### src/logic/adc_scan_pkg.sv
// Constants, register map and carrier types of the converter scan sequencer.
// Assumes a 16-bit register port over byte registers and a 40 MHz core clock.
package adc_scan_pkg;

	localparam int NUM_CHANNELS = 8;
	localparam int ADDR_W       = 5;
	localparam int RESULT_W     = 10;

	// Register offsets
	localparam logic [4:0] CTRL_OFS        = 5'h00;
	localparam logic [4:0] CHSEL_OFS       = 5'h01;
	localparam logic [4:0] TIMING_OFS      = 5'h02;
	localparam logic [4:0] RESULT_LOW_OFS  = 5'h03;
	localparam logic [4:0] IRQ_STATUS_OFS  = 5'h04;
	localparam logic [4:0] IRQ_CLEAR_OFS   = 5'h05;
	localparam logic [4:0] IRQ_ENABLE_OFS  = 5'h06;
	localparam logic [4:0] PRIORITY_OFS    = 5'h07;
	localparam logic [4:0] RESULT_HIGH_OFS = 5'h08;

	// Control register fields
	localparam int CTRL_DONE_BIT  = 0;
	localparam int CTRL_START_BIT = 1;
	localparam int CTRL_MODE_BIT  = 2;
	localparam int CTRL_RES_BIT   = 3;

	// Interrupt status, clear and enable fields
	localparam int IRQ_W         = 2;
	localparam int IRQ_DONE_BIT  = 0;
	localparam int IRQ_ABORT_BIT = 1;

	// Timing register fields
	localparam int TIMING_SAMPLE_LSB = 0;
	localparam int TIMING_STEP_LSB   = 4;
	localparam logic [3:0] TIMING_DOUBLE_A = 4'h6;
	localparam logic [3:0] TIMING_DOUBLE_B = 4'hb;

	// Reset values
	localparam logic [7:0] BYTE_RESET = 8'h00;
	localparam logic [7:0] UPPER_BYTE = 8'h00;

	// Timing
	localparam int CLK_FREQ_MHZ       = 40;
	localparam int SAMPLE_UNIT_NS     = 100;
	localparam int SAMPLE_UNIT_CYCLES =
		int'((longint'(SAMPLE_UNIT_NS) * CLK_FREQ_MHZ + 999) / 1000);
	localparam logic [3:0] BITS_8  = 4'h8;
	localparam logic [3:0] BITS_10 = 4'ha;

	typedef enum logic [2:0] {
		ST_IDLE,
		ST_FIND,
		ST_SAMPLE,
		ST_CONVERT,
		ST_STORE
	} fsm_type;

	typedef struct packed {
		logic              wr;
		logic              rd;
		logic [ADDR_W-1:0] addr;
		logic [15:0]       wdata;
	} bus_req_type;

	typedef struct packed {
		logic       sample;
		logic       step;
		logic       resolution;
		logic [2:0] channel;
	} analog_ctrl_type;

endpackage

### src/logic/adc_scan_sequencer.sv
// Scan sequencer for an eight-channel successive-approximation converter.
// Assumes the analog core follows sample/step and presents its code on
// conv_data_i, MSB first aligned, when the last step has passed.
`timescale 1ns/1ps

// Behaviour
// Eight channels, one result register each
// Resolution bit selects ten or eight bits
// Ten-bit conversion takes more steps; software retimes
// Convert selected channels, skip unselected ones
// Result overwrites that channel's high register
// Ten-bit low bits go top of shared low
// Software reads low bits before next conversion
// Only writing start bit begins a scan
// Single scan converts once, flags at end
// Continuous scan repeats, flags every pass
// Interrupt needs enables and higher priority
// Done flag cleared only by software
// Hardware set survives read-modify-write clear
// Byte registers; wide write uses low byte
// Timing sets sample time; 6, B double
// Unimplemented bits written zero, read zero
// Start bit busy; restart ignored; clear aborts
// Ascending channel order, restart each pass
// Single scan clears start bit at end
module adc_scan_sequencer
(
	// Clock and reset
	input  wire logic                          mclk_i,
	input  wire logic                          rstn_i,
	// Register port
	input  wire adc_scan_pkg::bus_req_type     bus_i,
	output logic [15:0]                        rdata_o,
	// Interrupt system context
	input  wire logic                          global_irq_enable_i,
	input  wire logic [3:0]                    running_priority_i,
	input  wire logic [3:0]                    pending_priority_i,
	output logic                               irq_o,
	// Analog core
	output adc_scan_pkg::analog_ctrl_type      analog_o,
	input  wire logic [adc_scan_pkg::RESULT_W-1:0] conv_data_i
);

	typedef struct packed {
		adc_scan_pkg::fsm_type                 fsm;
		logic                                  resolution;
		logic                                  continuous;
		logic                                  start;
		logic                                  done;
		logic                                  done_since_read;
		logic [7:0]                            chsel;
		logic [7:0]                            timing;
		logic [7:0]                            result_low;
		logic [7:0][7:0]                       result_high;
		logic [adc_scan_pkg::IRQ_W-1:0]        irq_status;
		logic [adc_scan_pkg::IRQ_W-1:0]        irq_enable;
		logic [3:0]                            irq_level;
		logic [3:0]                            ptr;
		logic [2:0]                            chan;
		logic [7:0]                            sample_cnt;
		logic [3:0]                            step_div;
		logic [3:0]                            bits_left;
		logic [7:0]                            rdata;
	} state_type;

	state_type r;
	state_type next_r;

	// Lowest selected channel at or above from; NUM_CHANNELS when none
	function automatic logic [3:0] next_channel(input logic [7:0] sel, input logic [3:0] from);
		logic [3:0] found;
		found = 4'h8;
		for (int i = adc_scan_pkg::NUM_CHANNELS - 1; i >= 0; i--)
		begin
			if (sel[i] && (4'(i) >= from))
				found = 4'(i);
		end
		return found;
	endfunction

	// Sample length scales with the low nibble; two codes double it
	function automatic logic [7:0] sample_len(input logic [7:0] timing);
		logic [3:0] code;
		logic [7:0] len;
		code = timing[adc_scan_pkg::TIMING_SAMPLE_LSB +: 4];
		len  = 8'((int'(code) + 1) * adc_scan_pkg::SAMPLE_UNIT_CYCLES);
		if (code == adc_scan_pkg::TIMING_DOUBLE_A || code == adc_scan_pkg::TIMING_DOUBLE_B)
			len = 8'(len << 1);
		return len;
	endfunction

	logic [3:0] found;
	logic       step_pulse;
	logic       hw_done;
	logic       hw_abort;
	logic [7:0] wbyte;

	always_comb
	begin
		next_r     = r;
		found      = next_channel(r.chsel, r.ptr);
		step_pulse = (r.fsm == adc_scan_pkg::ST_CONVERT) && (r.step_div == 4'h0);
		hw_done    = 1'b0;
		hw_abort   = 1'b0;
		// Only the low byte of a wide write lands
		wbyte      = bus_i.wdata[7:0];

		unique case (r.fsm)
			adc_scan_pkg::ST_IDLE:
			begin
				next_r.fsm = adc_scan_pkg::ST_IDLE;
			end
			adc_scan_pkg::ST_FIND:
			begin
				if (found == 4'h8)
				begin
					// Pass over: every selected channel has been converted once
					hw_done = 1'b1;
					// Empty selection would spin, so it ends the scan even when continuous
					if (r.continuous && (r.chsel != adc_scan_pkg::BYTE_RESET))
						next_r.ptr = 4'h0;
					else
					begin
						next_r.start = 1'b0;
						next_r.fsm   = adc_scan_pkg::ST_IDLE;
					end
				end
				else
				begin
					next_r.chan       = found[2:0];
					next_r.sample_cnt = sample_len(r.timing);
					next_r.fsm        = adc_scan_pkg::ST_SAMPLE;
				end
			end
			adc_scan_pkg::ST_SAMPLE:
			begin
				next_r.sample_cnt = r.sample_cnt - 8'h01;
				if (r.sample_cnt <= 8'h01)
				begin
					next_r.fsm       = adc_scan_pkg::ST_CONVERT;
					next_r.step_div  = r.timing[adc_scan_pkg::TIMING_STEP_LSB +: 4];
					next_r.bits_left = r.resolution ? adc_scan_pkg::BITS_10
						: adc_scan_pkg::BITS_8;
				end
			end
			adc_scan_pkg::ST_CONVERT:
			begin
				// Divider gives one step enable per bit decision
				if (step_pulse)
				begin
					next_r.step_div  = r.timing[adc_scan_pkg::TIMING_STEP_LSB +: 4];
					next_r.bits_left = r.bits_left - 4'h1;
					if (r.bits_left == 4'h1)
						next_r.fsm = adc_scan_pkg::ST_STORE;
				end
				else
					next_r.step_div = r.step_div - 4'h1;
			end
			adc_scan_pkg::ST_STORE:
			begin
				next_r.result_high[r.chan] = conv_data_i[9:2];
				if (r.resolution)
					next_r.result_low = {conv_data_i[1:0], 6'h00};
				next_r.ptr = {1'b0, r.chan} + 4'h1;
				next_r.fsm = adc_scan_pkg::ST_FIND;
			end
			default:
			begin
				next_r.fsm = adc_scan_pkg::ST_IDLE;
			end
		endcase

		// Register reads; data appear one cycle later
		if (bus_i.rd)
		begin
			unique case (bus_i.addr)
				adc_scan_pkg::CTRL_OFS:
				begin
					next_r.rdata = {4'h0, r.resolution, r.continuous, r.start, r.done};
					next_r.done_since_read = 1'b0;
				end
				adc_scan_pkg::CHSEL_OFS:       next_r.rdata = r.chsel;
				adc_scan_pkg::TIMING_OFS:      next_r.rdata = r.timing;
				adc_scan_pkg::RESULT_LOW_OFS:  next_r.rdata = r.result_low;
				adc_scan_pkg::IRQ_STATUS_OFS:  next_r.rdata = {6'h00, r.irq_status};
				adc_scan_pkg::IRQ_ENABLE_OFS:  next_r.rdata = {6'h00, r.irq_enable};
				adc_scan_pkg::PRIORITY_OFS:    next_r.rdata = {4'h0, r.irq_level};
				default:
				begin
					if (bus_i.addr[4:3] == adc_scan_pkg::RESULT_HIGH_OFS[4:3])
						next_r.rdata = r.result_high[bus_i.addr[2:0]];
					else
						next_r.rdata = adc_scan_pkg::BYTE_RESET;
				end
			endcase
		end

		// Register writes
		if (bus_i.wr)
		begin
			unique case (bus_i.addr)
				adc_scan_pkg::CTRL_OFS:
				begin
					next_r.resolution = wbyte[adc_scan_pkg::CTRL_RES_BIT];
					next_r.continuous = wbyte[adc_scan_pkg::CTRL_MODE_BIT];
					// Writing start while idle is the only way in
					if (wbyte[adc_scan_pkg::CTRL_START_BIT] && !r.start)
					begin
						next_r.start = 1'b1;
						next_r.ptr   = 4'h0;
						next_r.fsm   = adc_scan_pkg::ST_FIND;
					end
					else if (!wbyte[adc_scan_pkg::CTRL_START_BIT] && r.start)
					begin
						next_r.start = 1'b0;
						next_r.fsm   = adc_scan_pkg::ST_IDLE;
						hw_abort     = 1'b1;
					end
					// Clear lands only if no set slipped in since the last read
					if (!wbyte[adc_scan_pkg::CTRL_DONE_BIT] && !r.done_since_read)
						next_r.done = 1'b0;
				end
				adc_scan_pkg::CHSEL_OFS:      next_r.chsel = wbyte;
				adc_scan_pkg::TIMING_OFS:     next_r.timing = wbyte;
				adc_scan_pkg::IRQ_CLEAR_OFS:
					next_r.irq_status = r.irq_status & ~wbyte[adc_scan_pkg::IRQ_W-1:0];
				adc_scan_pkg::IRQ_ENABLE_OFS: next_r.irq_enable = wbyte[adc_scan_pkg::IRQ_W-1:0];
				adc_scan_pkg::PRIORITY_OFS:   next_r.irq_level = wbyte[3:0];
				default:
				begin
					next_r.fsm = next_r.fsm;
				end
			endcase
		end

		// Hardware sets win over any clear in the same cycle
		if (hw_done)
		begin
			next_r.done            = 1'b1;
			next_r.done_since_read = 1'b1;
			next_r.irq_status[adc_scan_pkg::IRQ_DONE_BIT] = 1'b1;
		end
		if (hw_abort)
			next_r.irq_status[adc_scan_pkg::IRQ_ABORT_BIT] = 1'b1;
	end

	always_ff @(posedge mclk_i or negedge rstn_i)
	begin
		if (!rstn_i)
		begin
			r.fsm             <= adc_scan_pkg::ST_IDLE;
			r.resolution      <= 1'b0;
			r.continuous      <= 1'b0;
			r.start           <= 1'b0;
			r.done            <= 1'b0;
			r.done_since_read <= 1'b0;
			r.chsel           <= adc_scan_pkg::BYTE_RESET;
			r.timing          <= adc_scan_pkg::BYTE_RESET;
			r.result_low      <= adc_scan_pkg::BYTE_RESET;
			r.result_high     <= '0;
			r.irq_status      <= '0;
			r.irq_enable      <= '0;
			r.irq_level       <= 4'h0;
			r.ptr             <= 4'h0;
			r.chan            <= 3'h0;
			r.sample_cnt      <= 8'h00;
			r.step_div        <= 4'h0;
			r.bits_left       <= 4'h0;
			r.rdata           <= adc_scan_pkg::BYTE_RESET;
		end
		else
			r <= next_r;
	end

	// Upper byte of a wide read is not defined; it reads as zero here
	assign rdata_o = {adc_scan_pkg::UPPER_BYTE, r.rdata};

	// Priority must beat both running code and any pending request
	assign irq_o = global_irq_enable_i && |(r.irq_status & r.irq_enable)
		&& (r.irq_level > running_priority_i)
		&& (r.irq_level > pending_priority_i);

	assign analog_o.sample     = (r.fsm == adc_scan_pkg::ST_SAMPLE);
	assign analog_o.step       = step_pulse;
	assign analog_o.resolution = r.resolution;
	assign analog_o.channel    = r.chan;

endmodule

### config.mk
export PLATFORM = sky130hd
export DESIGN_NAME = adc_scan_sequencer
export DESIGN_NICKNAME = d
export VERILOG_FILES = /design/src/logic/adc_scan_pkg.sv /design/src/logic/adc_scan_sequencer.sv
export SDC_FILE = /design/constraint.sdc
export NUM_CORES = 1
export LEC_CHECK = 0
export BUFFER_PORTS_ARGS = -buffer_cell sky130_fd_sc_hd__clkbuf_2
export CAP_MARGIN = 5
export CELL_PAD_IN_SITES_DETAIL_PLACEMENT = 1
export CELL_PAD_IN_SITES_GLOBAL_PLACEMENT = 1
export CORE_ASPECT_RATIO = 0.5
export CORE_MARGIN = 2
export CORE_UTILIZATION = 43
export DETAILED_ROUTE_END_ITERATION = 12
export HOLD_SLACK_MARGIN = 0.06
export PLACE_DENSITY = 0.74
export SKIP_LAST_GASP = 1
export SLEW_MARGIN = 10
export SYNTH_ARGS = -nofsm -noshare
export SYNTH_HDL_FRONTEND = slang
export SYNTH_SLANG_ARGS = --single-unit
### constraint.sdc
create_clock -name mclk_i -period 1.9 [get_ports mclk_i]
set_input_delay 0.095 -clock mclk_i [delete_from_list [all_inputs] [get_ports mclk_i]]
set_output_delay 0.095 -clock mclk_i [all_outputs]
set_load 0.1 [all_outputs]
; Yosys cells after proc, flatten, opt, wreduce, memory -nomap -nowiden
; Index checks and enable logic that the tools add are counted.
[totals]
ff_bits = 129
elab_cells = 178
[op_classes]
add_sub_neg = 5
order_cmp = 14
n_eq_ne = 19
n_mux = 60
n_bitwise = 4
reduce_logical = 49
[ops]
columns = op, n
row1 = $bwmux 64, 1
row2 = $mux 4, 16
row3 = $pmux 8 s7, 1
row4 = $mux 8, 6
row5 = $pmux 8 s2, 2
row6 = $bmux 8 s3, 1
row7 = $demux 8 s3, 1
row8 = $mux 3, 8
row9 = $reduce_and 2->1, 12
row10 = $eq 5x3->1 const B, 4
row11 = $reduce_bool 2->1, 9
row12 = $logic_and 1x1->1, 17
row13 = $ge 3x4->1 const A, 4
row14 = $mux 1, 16
row15 = $mux 12, 1
row16 = $pmux 3 s4, 1
row17 = $eq 5x2->1 const B, 2
row18 = $eq 4x4->1 const B, 2
row19 = $ge 1x4->1 const A, 2
row20 = $ge 2x4->1 const A, 2
row21 = $gt 4x4->1, 2
row22 = $le 8x1->1 const B, 1
row23 = $lt 3x4->1 const B, 2
row24 = $mux 2, 4
row25 = other kinds (26), 34

; Logic depth before layout (Yosys ltp)
[depth]
word_depth = 18
depth_mapped = 7
depth_no_buf = 7

; Worst setup path after synthesis
; Ideal clock, no wire load.
[synth_path]
path_type = flip-flop to output port
from = register r[34] (netlist bit)
to = output port irq_o
t_arrival_ns = 3.033
required_time_ns = 1.805
slack_ns = -1.228
stages_incl_launch_ff = 5
n_path_buf = 0
path_cell_list = dfrtp_1 > ha_1 > a41oi_1 > nand3_1 > nor3_1
[synth_between]
elab_chain_len = 3
[synth_rtl]
columns = element, line_no
row1 = start: declaration, adc_scan_sequencer.sv:66  ; state_type r;
row2 = start signal: assignment, adc_scan_sequencer.sv:272  ; r <= next_r;
row3 = $gt 4x4->1, adc_scan_sequencer.sv:280  ; && (r.irq_level > running_priority_i)
row4 = $logic_and 1x1->1, adc_scan_sequencer.sv:280
row5 = $logic_and 1x1->1 (*), adc_scan_sequencer.sv:281  ; && (r.irq_level > pending_priority_i);
row6 = end: declaration, adc_scan_sequencer.sv:38  ; output logic irq_o,
; Every way passes the cells marked *; elsewhere a longest branch is shown, timed or not.

; Worst setup path in the final report
[layout_path]
from = register r[32] (netlist bit)
to = output port irq_o
; Same word-level chain as after synthesis.

==> results.toml <==
[timing]
slew_violations = 0
setup_tns_ns = -0.4569
rsz0062_at_grt = "yes"
clock.fmax_ghz = 0.4891
setup_viol = 7
relSlewSlack = 0.6330
worst_pin_slew_ns = 0.5528
fin_crit_ns = 2.045
layout_setup_ws_ns = -0.1446
fin_skew_ns = 0.01233
hold_viol = 0
fin_crit_sh = 1.076

[logic_synthesis]
ys_ff_latch = 129
synth-main-ff-cell = "dfrtp_1"
seq_area_frac_synth = 0.4649
syn_area_um2 = 6943
async_reset_ff_frac = 1.000
synth_warnings = 0
syn_avg_cell_area_um2 = 11.29
ys_types = 68
synth-edff-count = 0
syn_inst = 615

[drt]
dr_total_vias = 5508
ant_nets = 0
drtIter0Drc = 512
route.detailed.drc = 0
via_per_inst = 5.829
drt_wl_total_um = 21240
first_pass_iters = 5
wl_per_cell_um = 22.47

[cells_and_area]
area_growth_pct = 26.73
final_cell_mix = "dfrtp_1 (122), mux2_2 (85), buf_4 (56)"
final_common_cell = "dfrtp_1"
nNetsFinal = 789
fill_cells = 1635
num_antenna_cells = 0
drive_above_1_share = 0.4089

[pwr]
vdd_drop_max_mv = 0.5366
leakage_nw = 4.017
power_density_nw_per_um2 = 875.0

[flow_run]
max_cap_violations = 0

[run_status]
outcome = "finished, violations left"
violations = "negative setup slack"

[clock_tree]
clock-sinks = 129
clock-root-buffer = "clkbuf_16"
cts_buffers = 17
cts_tree = "done"
clk_pin_slew_ns = 0.06
max-clock-path-buffers = 2
htree_levels = 4
clock_latency_ns = 0.43

[worst_setup_path]
worst_r2r_path_depth = 7
start_kind = "flip-flop"
cp_max_fo = 3
r2r_end = "analog_o[2]$_DFFE_PN0P_"
critPathKind = "flip-flop to output port"
cp.arrival_ns = 1.95
end_kind = "output port"
worstPathRequired_ns = 1.80
r2r-start = "r[134]$_DFF_PN0_"
ff2ff_setup_slack_ns = -0.09

[floorplanning]
die_y_um = 93.85
start_util = 0.4446
io_pins = 67
rows = 32
chipWidth_um = 183.7
dieArea_um2 = 17240
core_um2 = 15620

[placed_design]
dp_hpwl_um = 13540
dp_worst_setup_slack_ns = -0.03989
place_congestion = 0.8222
portBuffers = 50

[worst_hold_path]
hold_class = "input port to flip-flop"
hold_end = "rdata_o[2]$_DFFE_PN0P_"
min-delay-start = "bus_i[21]"
holdPathStages = 2

[global_route]
grt_pass1_vias = 5918
grt_max_degree = 48
grt_use_total = 0.2583
grt_first_pass_wirelength_um = 33420
gr-total-overflow = 0
antenna_found_initial = 0
[power by group]
| part | internal (mW) | switching [mW] |
|---|---|---|
| Combinational | 0.525 | 0.793 |
| Clock | 1.84 | 1.43 |
| Sequential | 2.91 | 0.196 |
| Total | 5.28 | 2.42 |
[kinds of logic after synthesis]
kind of cell             after synthesis  synth area share
flip-flops                           129            0.4649
adder cells (fa/ha/maj)               17           0.03064
multiplexers                         123            0.2179
XOR/XNOR                               5          0.006309
other                                  1         0.0005401
buffers and inverters                 71           0.05136
AND/OR/NAND/NOR                      157            0.1216
AO/OA/AOI/OAI                        112            0.1067
[critical path: stages (launching register included)]
cell      delay [ns]
dfrtp_2         0.47
ha_4            0.29
nor2b_4         0.12
o21ai_1         0.06
nand2b_1        0.10
a21oi_2         0.08
nor3_4          0.22
buf_12          0.20
[cell usage after synthesis (10+ instances only)]
cell type / instances / area share
mux2_2: 86 / 0.14
a21oi_1: 18 / 0.013
nor2b_1: 10 / 0.0090
dfrtp_1: 129 / 0.46
o21ai_0: 36 / 0.026
nand2_1: 38 / 0.021
clkbuf_1: 14 / 0.0076
buf_4: 22 / 0.024
mux2i_1: 15 / 0.022
nor2_1: 25 / 0.014
ha_1: 17 / 0.031
inv_1: 26 / 0.014
mux4_2: 13 / 0.042
nand3_1: 27 / 0.019
[stage by stage]
stage	total power, mW	std cells	hold slack [ns]	utilization	instance area [um^2]
2_1_floorplan	3.878	622	-0.2006	-	7017
3_3_place_gp	4.222	880	0.09988	0.4951	7731
3_5_place_dp	4.284	880	0.1058	0.4951	7731
4_1_cts	7.652	935	0.06568	0.5502	8591
5_1_grt	7.949	945	0.1706	0.5635	8798
6_report	7.699	945	0.1203	0.5635	8798
[layout make-up]
class                      count  area (um^2)  share of cell area
multi-input combinational    422         3585              0.4074
sequential                   129         3237              0.3679
timing repair buffer         132         1045              0.1187
clock buffer                  18        429.2             0.04878
tap                          204        255.2             0.02901
clock inverter                14        143.9             0.01635
inverter                      26        103.9             0.01180
[flip-flops by register name (all words and copies together), names as in the netlist]
signal and cells:
rdata_o 8, r 117, analog_o 4
[timing repair]
| item | in CTS | in global routing |
|---|---|---|
| endpoints found under the setup margin | 28 | 49 |
| pin swaps | 6 | 12 |
| buffers inserted | 5 | 10 |
| hold buffers | 18 | 0 |
| endpoints found under the hold margin | 116 | 0 |
| resized for setup | 20 | 43 |
[worst max path at each step]
stage	from	endpoint	slack, ns
6_report	r[32]$_DFFE_PN0P_	irq_o	-0.14
3_3_place_gp	r[13]$_DFFE_PN0P_	r[132]$_DFF_PN0_	0.02
5_1_grt	r[32]$_DFFE_PN0P_	irq_o	-0.20
2_1_floorplan	r[132]$_DFF_PN0_	r[16]$_DFFE_PN0P_	-0.02
3_5_place_dp	r[13]$_DFFE_PN0P_	r[132]$_DFF_PN0_	-0.04
4_1_cts	r[32]$_DFFE_PN0P_	irq_o	-0.14
[routing by layer]
layer,GRT usage,wire length [um]
met4,0.08533,417
met2,0.4428,10620
met5,0,0
met3,0.04302,794
met1,0.3365,9402
(Power assumes the default switching activity.)
